==> config.mk <==
export PLATFORM = sky130hd
export DESIGN_NAME = cfp_top
export DESIGN_NICKNAME = d
export VERILOG_FILES = /design/src/rtl/cfp_pkg.sv /design/src/rtl/cfp_top.sv
export SDC_FILE = /design/constraint.sdc
export NUM_CORES = 1
export LEC_CHECK = 0
export ABC_AREA = 1
export BUFFER_PORTS_ARGS = -buffer_cell sky130_fd_sc_hd__buf_2
export CORE_ASPECT_RATIO = 0.6
export CORE_MARGIN = 5
export CORE_UTILIZATION = 45
export DETAILED_ROUTE_END_ITERATION = 10
export PLACE_DENSITY = 0.65
export SYNTH_ARGS = -nofsm -noshare
export SYNTH_HDL_FRONTEND = slang
export SYNTH_SLANG_ARGS = --single-unit
==> constraint.sdc <==
create_clock -name i_clk -period 3 [get_ports i_clk]
set_clock_uncertainty 0.15 [all_clocks]
set_input_delay 0.3 -clock i_clk [delete_from_list [all_inputs] [get_ports i_clk]]
set_output_delay 0.3 -clock i_clk [all_outputs]
set_load 0.01 [all_outputs]
==> src/rtl/cfp_pkg.sv <==
// constants, register map and carrier types for the converter fault protection block
package cfp_pkg;
  localparam int CLK_NS = 5;
  localparam int T_BUCK_ILIM_NS = 20000;
  localparam int T_BOOST_CURRENT_LIMIT_SEL_NS = 64000;
  localparam int T_MS_NS = 1000000;
  localparam int T_THERM_NS = 20000;
  localparam int T_OVP_NS = 1000;
  localparam int T_PG_BUCK_NS = 6000;
  localparam int T_PG_MON_NS = 15000;
  localparam int BUCK_ILIM_CYC = (T_BUCK_ILIM_NS + CLK_NS - 1) / CLK_NS;
  localparam int BOOST_CURRENT_LIMIT_SEL_CYC = (T_BOOST_CURRENT_LIMIT_SEL_NS + CLK_NS - 1) / CLK_NS;
  localparam int MS_CYC = (T_MS_NS + CLK_NS - 1) / CLK_NS;
  localparam int THERM_CYC = (T_THERM_NS + CLK_NS - 1) / CLK_NS;
  localparam int OVP_CYC = (T_OVP_NS + CLK_NS - 1) / CLK_NS;
  localparam int PG_BUCK_CYC = (T_PG_BUCK_NS + CLK_NS - 1) / CLK_NS;
  localparam int PG_MON_CYC = (T_PG_MON_NS + CLK_NS - 1) / CLK_NS;
  localparam int CW = 18;
  localparam logic [7:0] A_CTRL = 8'h00;
  localparam logic [7:0] A_INT_CONV = 8'h01;
  localparam logic [7:0] A_INT_TOP = 8'h02;
  localparam logic [7:0] A_MASK_CONV = 8'h03;
  localparam logic [7:0] A_MASK_TOP = 8'h04;
  localparam logic [7:0] A_STAT = 8'h05;
  localparam logic [7:0] A_STAT2 = 8'h06;
  localparam logic [7:0] A_GPO = 8'h07;
  localparam logic [7:0] A_GPO_SEQ = 8'h08;
  localparam logic [7:0] A_PG_STAT = 8'h09;
  localparam logic [7:0] CTRL_RST = 8'h70;
  localparam logic [7:0] TOP_RST = 8'h08;
  localparam int SOFTWARE_RESET_REQUEST_BIT = 7;
  localparam int TF_WARN = 0;
  localparam int TF_OVP = 1;
  localparam int TF_TSD = 2;
  localparam int TF_RST = 3;
  localparam int TF_BUCKG = 4;
  localparam int TF_BOOSTG = 5;
  localparam int TF_SED = 6;
  localparam int TF_DED = 7;
  localparam int DB_ILIM = 0;
  localparam int DB_OVL = 3;
  localparam int DB_WARN = 5;
  localparam int DB_TSD = 6;
  localparam int DB_OVP = 7;
  localparam int DB_PGB = 8;
  localparam int DB_PGM = 10;
  localparam int NDB = 14;
  typedef enum logic [1:0] {ST_SHUTDOWN = 2'b00, ST_STANDBY = 2'b01, ST_ACTIVE = 2'b10} cfp_state_e;
  typedef struct packed {
    logic software_reset_request;
    logic [2:0] discharge;
    logic warn_sel;
    logic [2:0] enable;
  } cfp_ctrl_s;
  typedef struct packed {
    logic out2_function_select;
    logic out1_function_select;
    logic [2:0] drive_type;
    logic [2:0] level;
  } cfp_gpo_s;
  typedef struct packed {
    logic [2:0] current_limit;
    logic [1:0] buck_low;
    logic boost_sag;
    logic boost_low;
    logic [1:0] vout_ramp;
    logic warn_hi;
    logic warn_lo;
    logic thermal_sd;
    logic overvoltage;
    logic uvlo;
    logic enable_pin;
    logic [1:0] pg_buck;
    logic [3:0] pg_mon;
  } cfp_pins_s;
endpackage

==> src/rtl/cfp_top.sv <==
// converter fault supervision, warning flags, interrupt pin and general outputs
//
// Decided for this implementation: the register offsets and the address-and-strobe port.
`timescale 1ns/1ps
`default_nettype none
// Function
// - buck current limit 20us sets flag
// - no current limit flag during start/ramp
// - buck below short level disables, sets flag
// - boost current limit 64us sets flag
// - boost sag: off after 1ms; low stops
// - startup check of output after 1ms
// - buck overload 1ms disables converter
// - shutdown sets short, group flags, clears running
// - write 1 clears short flag, restarts
// - thermal warning per selected threshold sets flag
// - live warn status, clear, mask
// - discharge only when its enable set
// - overvoltage: all off, outputs low except pin 1 carrying power-good, flag
// - overvoltage flag sticky while condition persists
// - thermal shutdown: all off, flag, standby
// - shutdown flag sticky, blocks enabling
// - lockout: off, discharge, shutdown state
// - lockout/soft reset: defaults, reset flag
// - single and double error flags
// - three outputs, muxed pins, drive, level
// - outputs follow enable pin when selected
// - filtered inputs by counter, enable synced
module cfp_top #(
  parameter int ILIM_BOOST_CYCLES = cfp_pkg::BOOST_CURRENT_LIMIT_SEL_CYC,
  parameter int MS_CYCLES = cfp_pkg::MS_CYC
) (
  input wire logic i_clk, // system clock
  input wire logic i_resetn, // async reset, active low
  input wire cfp_pkg::cfp_pins_s i_pins, // comparator and pin levels
  input wire logic i_pg1_level, // power-good level for shared pin 1
  input wire logic i_ecc_single, // corrected single error pulse
  input wire logic i_ecc_double, // double error pulse
  input wire logic [7:0] i_addr, // register address
  input wire logic [7:0] i_wdata, // write data
  input wire logic i_wr, // write strobe
  input wire logic i_rd, // read strobe
  output logic [7:0] o_rdata, // read data, cycle after strobe
  output logic [2:0] o_conv_enable, // buck0, buck1, boost running
  output logic [2:0] o_discharge, // output pulldown enable
  output logic o_boost_switch_stop, // boost switching halted
  output logic o_irq_out_low_o, // interrupt pin drive value
  output logic o_irq_out_low_oe, // interrupt pin pulled low
  output logic [2:0] o_gpo_o, // general output drive value
  output logic [2:0] o_gpo_oe // general output enable
);
  import cfp_pkg::*;

  localparam logic [CW-1:0] MS_TOP = CW'(MS_CYCLES);
  localparam logic [CW-1:0] MS_LAST = CW'(MS_CYCLES - 1);
  localparam logic [CW-1:0] ONE = 18'h00001;

  cfp_pins_s sync1;
  cfp_pins_s pin;
  cfp_ctrl_s ctrl;
  cfp_gpo_s gpo;
  cfp_state_e state;
  cfp_state_e next_state;
  logic [2:0] seq_ctrl;
  logic swrst;
  logic [5:0] conv_flag;
  logic [5:0] conv_mask;
  logic [7:0] top_flag;
  logic [7:0] top_mask;
  logic [NDB-1:0] db_raw;
  logic [NDB-1:0] db;
  logic [NDB-1:0] db_q;
  logic [CW-1:0] db_cnt [NDB];
  logic [CW-1:0] su_cnt [3];
  logic [CW-1:0] bd_cnt;
  logic [2:0] run;
  logic [2:0] allow;
  logic [2:0] starting;
  logic [2:0] check;
  logic [2:0] fault;
  logic [2:0] low_now;
  logic [2:0] ilim_set;
  logic [2:0] prot_off;
  logic [2:0] gv;
  logic [7:0] top_set;
  logic [5:0] conv_clr;
  logic [7:0] top_clr;
  logic reg_clear;
  logic shutdown;
  logic ovp_live;
  logic tsd_live;
  logic ovp_block;
  logic pending;

  function automatic logic [CW-1:0] db_limit(input int idx, input logic rising);
    logic [CW-1:0] lim;
    lim = CW'(BUCK_ILIM_CYC);
    if (idx == DB_ILIM + 2)
      lim = CW'(ILIM_BOOST_CYCLES);
    else if (idx >= DB_OVL && idx < DB_WARN)
      // overload has no release filter: it drops at once
      lim = rising ? CW'(MS_CYCLES) : ONE;
    else if (idx == DB_WARN || idx == DB_TSD)
      lim = CW'(THERM_CYC);
    else if (idx == DB_OVP)
      lim = CW'(OVP_CYC);
    else if (idx >= DB_PGB && idx < DB_PGM)
      lim = CW'(PG_BUCK_CYC);
    else if (idx >= DB_PGM)
      lim = CW'(PG_MON_CYC);
    return lim;
  endfunction

  function automatic logic [CW-1:0] inc_sat(input logic [CW-1:0] c);
    return (c == MS_TOP) ? c : c + ONE;
  endfunction

  always_ff @(posedge i_clk or negedge i_resetn)
  begin
    if (!i_resetn)
    begin
      sync1 <= '0;
      pin <= '0;
    end
    else
    begin
      sync1 <= i_pins;
      pin <= sync1;
    end
  end

  assign db_raw = {pin.pg_mon, pin.pg_buck, pin.overvoltage, pin.thermal_sd,
                   ctrl.warn_sel ? pin.warn_hi : pin.warn_lo, pin.buck_low, pin.current_limit};

  always_ff @(posedge i_clk or negedge i_resetn)
  begin
    if (!i_resetn)
    begin
      db <= '0;
      db_q <= '0;
      for (int i = 0; i < NDB; i++)
        db_cnt[i] <= '0;
    end
    else
    begin
      db_q <= db;
      for (int i = 0; i < NDB; i++)
      begin
        if (db_raw[i] == db[i])
          db_cnt[i] <= '0;
        else if (db_cnt[i] + ONE >= db_limit(i, db_raw[i]))
        begin
          db[i] <= db_raw[i];
          db_cnt[i] <= '0;
        end
        else
          db_cnt[i] <= db_cnt[i] + ONE;
      end
    end
  end

  // lockout or soft reset clears registers
  assign reg_clear = pin.uvlo | swrst;
  assign shutdown = (state == ST_SHUTDOWN);
  // over-voltage is watched only in standby and active
  assign ovp_live = db[DB_OVP] & ~shutdown;
  assign tsd_live = db[DB_TSD];
  // enabling blocked by live or pending faults
  // thermal block on live or pending
  assign ovp_block = ovp_live | top_flag[TF_OVP] | tsd_live | top_flag[TF_TSD] | shutdown;
  // cleared short flag lets it start again
  assign allow = ctrl.enable & ~conv_flag[5:3] & {3{~ovp_block}};
  assign low_now = {pin.boost_sag, pin.buck_low};

  always_comb
  begin
    for (int i = 0; i < 3; i++)
    begin
      starting[i] = run[i] & (su_cnt[i] != MS_TOP);
      check[i] = run[i] & (su_cnt[i] == MS_LAST);
    end
    fault[0] = (check[0] & low_now[0]) | (run[0] & ~starting[0] & db[DB_OVL]);
    fault[1] = (check[1] & low_now[1]) | (run[1] & ~starting[1] & db[DB_OVL + 1]);
    fault[2] = (check[2] & low_now[2]) | (run[2] & (bd_cnt == MS_LAST));
    ilim_set[1:0] = run[1:0] & db[1:0] & ~db_q[1:0] & ~starting[1:0] & ~pin.vout_ramp;
    ilim_set[2] = run[2] & db[2] & ~db_q[2] & ~starting[2];
    prot_off = (ctrl.enable & ~allow) | fault | {3{shutdown}};
  end

  always_ff @(posedge i_clk or negedge i_resetn)
  begin
    if (!i_resetn)
    begin
      run <= 3'h0;
      bd_cnt <= '0;
      for (int i = 0; i < 3; i++)
        su_cnt[i] <= '0;
    end
    else
    begin
      run <= reg_clear ? 3'h0 : (allow & ~fault);
      for (int i = 0; i < 3; i++)
        su_cnt[i] <= run[i] ? inc_sat(su_cnt[i]) : '0;
      bd_cnt <= (run[2] & pin.boost_sag) ? inc_sat(bd_cnt) : '0;
    end
  end

  assign o_conv_enable = run;

  always_ff @(posedge i_clk or negedge i_resetn)
  begin
    if (!i_resetn)
    begin
      o_discharge <= 3'h0;
      o_boost_switch_stop <= 1'b0;
    end
    else
    begin
      o_discharge <= prot_off & ctrl.discharge;
      o_boost_switch_stop <= run[2] & pin.boost_low;
    end
  end

  assign conv_clr = (i_wr && i_addr == A_INT_CONV) ? i_wdata[5:0] : 6'h00;
  assign top_clr = (i_wr && i_addr == A_INT_TOP) ? i_wdata : 8'h00;
  assign top_set = {i_ecc_double, i_ecc_single, fault[2], |fault[1:0], 1'b0,
                    tsd_live, ovp_live, db[DB_WARN] & ~db_q[DB_WARN]};

  always_ff @(posedge i_clk or negedge i_resetn)
  begin
    if (!i_resetn)
    begin
      conv_flag <= 6'h00;
      top_flag <= TOP_RST;
    end
    else if (reg_clear)
    begin
      conv_flag <= 6'h00;
      top_flag <= TOP_RST;
    end
    else
    begin
      conv_flag <= (conv_flag & ~conv_clr) | {fault, ilim_set};
      top_flag <= (top_flag & ~top_clr) | top_set;
    end
  end

  always_ff @(posedge i_clk or negedge i_resetn)
  begin
    if (!i_resetn)
    begin
      ctrl <= CTRL_RST;
      conv_mask <= 6'h00;
      top_mask <= 8'h00;
      gpo <= '0;
      seq_ctrl <= 3'h0;
    end
    else if (reg_clear)
    begin
      ctrl <= CTRL_RST;
      conv_mask <= 6'h00;
      top_mask <= 8'h00;
      gpo <= '0;
      seq_ctrl <= 3'h0;
    end
    else if (i_wr)
    begin
      case (i_addr)
        A_CTRL: ctrl <= {1'b0, i_wdata[6:0]};
        A_MASK_CONV: conv_mask <= i_wdata[5:0];
        A_MASK_TOP: top_mask <= i_wdata;
        A_GPO: gpo <= i_wdata;
        A_GPO_SEQ: seq_ctrl <= i_wdata[2:0];
        default: ;
      endcase
    end
  end

  // soft reset is a one-cycle pulse; the request bit itself never stores
  always_ff @(posedge i_clk or negedge i_resetn)
  begin
    if (!i_resetn)
      swrst <= 1'b0;
    else
      swrst <= i_wr & (i_addr == A_CTRL) & i_wdata[SOFTWARE_RESET_REQUEST_BIT];
  end

  always_comb
  begin
    next_state = state;
    case (state)
      ST_SHUTDOWN:
        if (!pin.uvlo)
          next_state = ST_STANDBY;
      ST_STANDBY:
        if (pin.uvlo)
          next_state = ST_SHUTDOWN;
        else if (|run)
          next_state = ST_ACTIVE;
      ST_ACTIVE:
        if (pin.uvlo)
          next_state = ST_SHUTDOWN;
        else if (!(|run))
          next_state = ST_STANDBY;
      default:
        next_state = ST_SHUTDOWN;
    endcase
  end

  always_ff @(posedge i_clk or negedge i_resetn)
  begin
    if (!i_resetn)
      state <= ST_STANDBY;
    else
      state <= next_state;
  end

  // mask keeps flag off the pin
  // pin low while unmasked flag pending
  assign pending = (|(conv_flag & ~conv_mask)) | (|(top_flag & ~top_mask));

  always_ff @(posedge i_clk or negedge i_resetn)
  begin
    if (!i_resetn)
    begin
      o_irq_out_low_o <= 1'b0;
      o_irq_out_low_oe <= 1'b0;
    end
    else
    begin
      o_irq_out_low_o <= 1'b0;
      o_irq_out_low_oe <= pending;
    end
  end

  always_comb
  begin
    for (int i = 0; i < 3; i++)
    begin
      gv[i] = seq_ctrl[i] ? (gpo.level[i] & pin.enable_pin) : gpo.level[i];
      if (ovp_live | top_flag[TF_OVP])
        gv[i] = 1'b0;
    end
    // pin 1 carries power-good when not selected as output
    if (!gpo.out1_function_select)
      gv[1] = i_pg1_level;
  end

  always_ff @(posedge i_clk or negedge i_resetn)
  begin
    if (!i_resetn)
    begin
      o_gpo_o <= 3'h0;
      o_gpo_oe <= 3'h0;
    end
    else
    begin
      for (int i = 0; i < 3; i++)
      begin
        o_gpo_o[i] <= gpo.drive_type[i] ? 1'b0 : gv[i];
        o_gpo_oe[i] <= gpo.drive_type[i] ? ~gv[i] : 1'b1;
      end
      // pin 2 left to its clock or watchdog input function
      if (!gpo.out2_function_select)
        o_gpo_oe[2] <= 1'b0;
    end
  end

  always_ff @(posedge i_clk or negedge i_resetn)
  begin
    if (!i_resetn)
      o_rdata <= 8'h00;
    else if (i_rd)
    begin
      case (i_addr)
        A_CTRL: o_rdata <= ctrl;
        A_INT_CONV: o_rdata <= {2'h0, conv_flag};
        A_INT_TOP: o_rdata <= top_flag;
        A_MASK_CONV: o_rdata <= {2'h0, conv_mask};
        A_MASK_TOP: o_rdata <= top_mask;
        A_STAT: o_rdata <= {ovp_live, db[DB_WARN], run, pin.current_limit};
        A_STAT2: o_rdata <= {4'h0, o_boost_switch_stop, state, tsd_live};
        A_GPO: o_rdata <= gpo;
        A_GPO_SEQ: o_rdata <= {5'h00, seq_ctrl};
        A_PG_STAT: o_rdata <= {2'h0, db[NDB-1:DB_PGB]};
        default: o_rdata <= 8'h00;
      endcase
    end
    else
      o_rdata <= 8'h00;
  end
endmodule
`default_nettype wire

After elaboration in Yosys (flattened, before gate mapping)
Cells that the tools add are included.
Storage, ports and cells
  register bits after elaboration: 458
  latch bits: 0
  memory bits (writable): 0
  ROM bits: 0
  output and inout bits: 23
  logic and storage cells: 369
  memories: 0
Cells by class
  add/subtract/negate cells: 18
  multiply operators: 0
  div/mod/pow operators: 0
  $lt $le $gt $ge: 14
  equality and inequality tests: 43
  shifts and indexed selects: 0
  mux-type cells: 93
  bitwise logic cells: 86
  reduce and logical (&&, ||, !) cells: 34
Operators with widths (count)
  two-way mux 18 bit: 50
  adder 18 x 1 -> 18 bit, second input constant: 18
  >= comparator 18 bit: 12
  == test 18 bit, second input constant: 8
  two-way mux 8 bit: 12
  one-hot mux 8 bit (10 select lines): 1
  != test 18 bit, second input constant: 3
  AND reduction 2 bit: 19
  >= comparator 18 x 12 -> 1 bit, second input constant: 2
  == test 8 x 3 -> 1 bit, second input constant: 4
  two-way mux 6 bit: 5
  AND 1 bit: 26
  NOT 1 bit: 24
  AND 8 bit: 2
  == test 8 x 2 -> 1 bit, second input constant: 2
  == test 8 x 4 -> 1 bit, second input constant: 2
  NOT 8 bit: 2
  AND 3 bit: 5
  two-way mux 1 bit: 15
  == test 1 bit: 14
  AND 6 bit: 2
  two-way mux 3 bit: 4
  NOT 6 bit: 2
  nonzero test 2 bit: 6
  other kinds (22): 48

Longest topological paths before layout
  word-level depth: 14
  gate-level depth with buffers: 18
  gate-level depth less buffers: 18

Worst setup path before layout
OpenSTA, ideal clock, no wires.
  path kind: register to register
  start: reg db_cnt[162] in the netlist's numbering
  end: reg db_cnt[170] in the netlist's numbering
  arrival: 2389 ps
  data required time: 2724 ps
  slack: 335 ps
  cell stages (with the launch flop): 19
  path buffers: 1
  period minus slack after synthesis: 2665 ps
  cell sequence: dfrtp_1 -> ha_1 -> nand3_2 -> inv_1 -> nand2_1 -> inv_1 -> nand4_1 -> xnor2_1 -> ha_1 -> nand2_1 -> inv_1 -> nand3_1 -> nor2_1 -> nand2_1 -> nor2_4 -> nor2_4 -> nand3_4 -> buf_12 -> nor2_4
Between the ends
  longest elaborated chain between the ends: 4
Ends and longest elaborated chain
  start, declared: line cfp_top.sv:73  | logic [CW-1:0] db_cnt [NDB];
  start signal, assigned by index: line cfp_top.sv:157  | db_cnt[i] <= db_cnt[i] + ONE;
  adder 18 x 1 -> 18 bit *: line cfp_top.sv:151, cfp_top.sv:157
  >= comparator 18 bit: line cfp_top.sv:151  | else if (db_cnt[i] + ONE >= db_limit(i, db_raw[i]))
  two-way mux 18 bit *: line cfp_top.sv:151
  two-way mux 18 bit *: line cfp_top.sv:149  | if (db_raw[i] == db[i])
Every way passes the cells marked *; elsewhere a longest branch is shown, timed or not.
A chain may end at the register's enable or synchronous reset.

Final worst setup path
  start: reg db_cnt[163] in the netlist's numbering
  end: reg db_cnt[168] in the netlist's numbering
Same word-level chain as after synthesis.

==> key figures <==
Synthesis
  – Sequential area share after synthesis: 0.4952
  – Yosys reg bits: 455
  – Cell variety after synth: 58
  – EDFF count, synth: 0
  – Syn_area_per_cell: 8.254 µm²
  – Cell area after synthesis: 0.02300 mm²
  – Post-Syn Instances: 2787
  – Ys Warns: 0
  – Post-synth ARST share: 1.000
  – Most used flip-flop cell after synthesis: dfrtp_1

Cells and area
  – Leading cell type in the layout, fill and taps excluded: nand2_1
  – Final Util: 0.5281
  – Sequential cell area: 0.01139 mm²
  – Layout cells sized above 1: 0.1027
  – Final instance area: 0.02681 mm²
  – Most frequent cells in the layout: nand2_1, dfrtp_1, inv_1
  – Final #Nets: 3101
  – Area Overhead vs Synth: 16.55%
  – Multi-input logic area: 0.01027 mm²
  – # fillers: 4730

Outcome
  – Status: complete, no violations

Worst setup path
  – Crit path DAT: 3190 ps
  – Worst r2r src: db_cnt[163]$_DFF_PN0_
  – Critical Path Start: db_cnt[163]$_DFF_PN0_
  – WP data required: 3330 ps
  – Worst Setup End Kind: flip-flop
  – Startpoint types: flip-flop
  – Worst-path cell chain: ha_2, nand3_2, inv_1, nand2_1, inv_1, nand4_1, xnor2_2, ha_1, nand2_2, inv_2, nand3_1, nor2_1, nand2_1, nor2_4, nor2_4, nand3_4, buf_12, nor2_1
  – Largest fanout on the critical path: 9
  – CP peak stage delay: 390 ps
  – Critical Setup Path Class: flip-flop to flip-flop
  – CP max stage cell: dfrtp_1

Floorplan
  – Die extent in x: 301.9 µm
  – Die Y: 185.1 µm
  – Initial core utilization: 0.4531
  – Boundary pin count: 67
  – Die ar.: 0.05589 mm²
  – Row cnt: 64
  – Core area: 0.05077 mm²

Job
  – Max_cap viols: 0

Timing
  – Rel. slew slack: 0.3335
  – Final setup viols: 0
  – WHS: 69.80 ps
  – Fmax: 0.3500 GHz
  – Setup TNS: 0 ps
  – Final hold violations: 0
  – Slew @ Worst Pin: 999.8 ps
  – Final period util: 0.9523
  – Crit path time final: 2857 ps
  – Final Max Slew Viols: 0
  – Worst setup margin: 143.2 ps

Placed design
  – PortBufs: 65
  – Routability Congestion: 0.9389
  – Pre-CTS setup slack: -17.01 ps
  – Dpl cell area: 0.02460 mm²
  – Dpl hpwl: 38860 µm

Global route
  – Initial antenna violation count: 1
  – Global-route wire length before repair: 87640 µm
  – Largest net degree at the start of global routing: 89
  – Tot GR Track Use: 0.1893
  – GRT overflow: 0
  – Vias in the first global route: 17510

Clock tree
  – Clock buffer count from CTS: 46
  – CTS tree: done
  – Max clock buf depth: 3
  – Root Driver: clkbuf_16
  – CTS H-tree lvls: 2
  – Sink Count: 455
  – Clk slew on worst S/H paths: 60 ps
  – Clock latency on the worst-skew pair: 560 ps

Worst hold path
  – Hold Path Origin: i_wdata[2]
  – Hold crit path type: input pin to flip-flop

Drt
  – Remaining routing DRC violations: 0
  – Avg WL per Cell: 14.07 µm
  – TritonRoute pass-1 iters: 6
  – Drt initial violations: 1737
  – Via density per instance: 4.954
  – Total number of vias: 18580
  – DRT Wirelength: 52770 µm
  – Detail Route Antenna Nets: 0

Power and ir drop
  – PwrDens: 509.8 mW/mm²
  – Leak pwr: 12.08 nW
  – Peak supply drop: 0.3463 mV
==> cells by family after synthesis <==
group	after synthesis	share of synthesized area
mux	1	0.0004895
buf+inv	442	0.07484
other cells	1	0.0001630
simple gates	1423	0.2803
xor+xnor	183	0.06967
fa+ha+maj	36	0.01958
compound gates	246	0.05972
flops	455	0.4952
==> final timing paths <==
check                           slack [ps]  cells after the start                     to
worst min-delay path                    70                      4  top_flag[2]$_DFF_PN0_
worst min register to register         200                      0    db_raw[9]$_DFF_PN0_
worst max register to register         140                     18  db_cnt[168]$_DFF_PN0_
min in group asynchronous              180                      2  db_cnt[111]$_DFF_PN0_
worst max-delay path                   140                     18  db_cnt[168]$_DFF_PN0_
max in group asynchronous             1600                      3  db_cnt[180]$_DFF_PN0_
==> critical path: cells and delay by family, from the launching register on <==
kind                     cells  cell delay [ps]
adder cells (fa/ha/maj)      2              500
AND/OR/NAND/NOR             11             1020
XOR/XNOR                     1              250
buffers and inverters        4              450
flip-flops                   1              390
==> power by group <==
part / internal [mW] / leakage [nW] / switching, mW
Clock: 3.63 / 0.798 / 2.49
Sequential: 6.32 / 5.97 / 0.161
Combinational: 0.431 / 5.31 / 0.635
==> synthesized netlist by cell type (12+ instances only) <==
master / count / area, µm²
nand2_1: 516 / 1937
dfrtp_1: 450 / 11260
inv_1: 408 / 1531
nor2_1: 406 / 1524
nand3_1: 200 / 1001
xor2_1: 127 / 1112
o21ai_0: 109 / 545.5
nand4_1: 87 / 544.3
a21oi_1: 74 / 370.4
nor3_1: 71 / 355.3
xnor2_1: 56 / 490.5
nor2_2: 49 / 306.5
ha_1: 36 / 450.4
o22ai_1: 16 / 100.1
nor4_1: 15 / 93.84
nand3b_1: 14 / 105.1
nand2_2: 12 / 75.07
nor2_4: 12 / 135.1
==> per-layer routing <==
metal,global-route usage,up-vias,part of all wire
met3,0.03351,73,0.057
met4,0.04398,0,0.018
met1,0.2898,8744,0.50
met2,0.2811,459,0.42
li1,-,9305,-
met5,0,-,0
==> cell type report <==
| cell class | count | area share |
|---|---|---|
| flip-flops and latches | 455 | 0.4250 |
| multi-input cells | 1966 | 0.3832 |
| inverters | 416 | 0.05824 |
| clock buffers | 63 | 0.04947 |
| repair buffers | 136 | 0.04079 |
| well taps | 693 | 0.03234 |
| clock inverters | 21 | 0.01087 |
| diodes | 1 | 0.00009333 |
==> metrics by stage <==
step / cells / power (mW)
2_1_floorplan: 2863 / 7.064
3_3_place_gp: 3619 / 7.420
3_5_place_dp: 3619 / 7.443
4_1_cts: 3737 / 13.68
5_1_grt: 3751 / 14.24
6_report: 3751 / 13.67
==> repair_timing <==
| action | 4_1_cts | 5_1_grt |
|---|---|---|
| setup buffers | 1 | 9 |
| resized for setup | 0 | 23 |
| pin swaps | 0 | 13 |
| hold buffers | 33 | 0 |
| setup endpoints to repair | 15 | 37 |
| hold endpoints to repair | 121 | 0 |
| gates cloned | 0 | 4 |
==> sequential cells by signal, summed over array words and instances, names as in the netlist, 4 cells and up <==
| signal | count |
|---|---|
| db | 14 |
| gpo | 8 |
| su_cnt | 54 |
| db_q | 4 |
| ctrl | 7 |
| top_mask | 8 |
| db_cnt | 252 |
| sync1 | 21 |
| pin | 7 |
| conv_mask | 6 |
| bd_cnt | 18 |
| conv_flag | 6 |
| o_rdata | 8 |
| top_flag | 8 |
| db_raw | 13 |
Note: power is estimated with default switching activity, not from simulation.
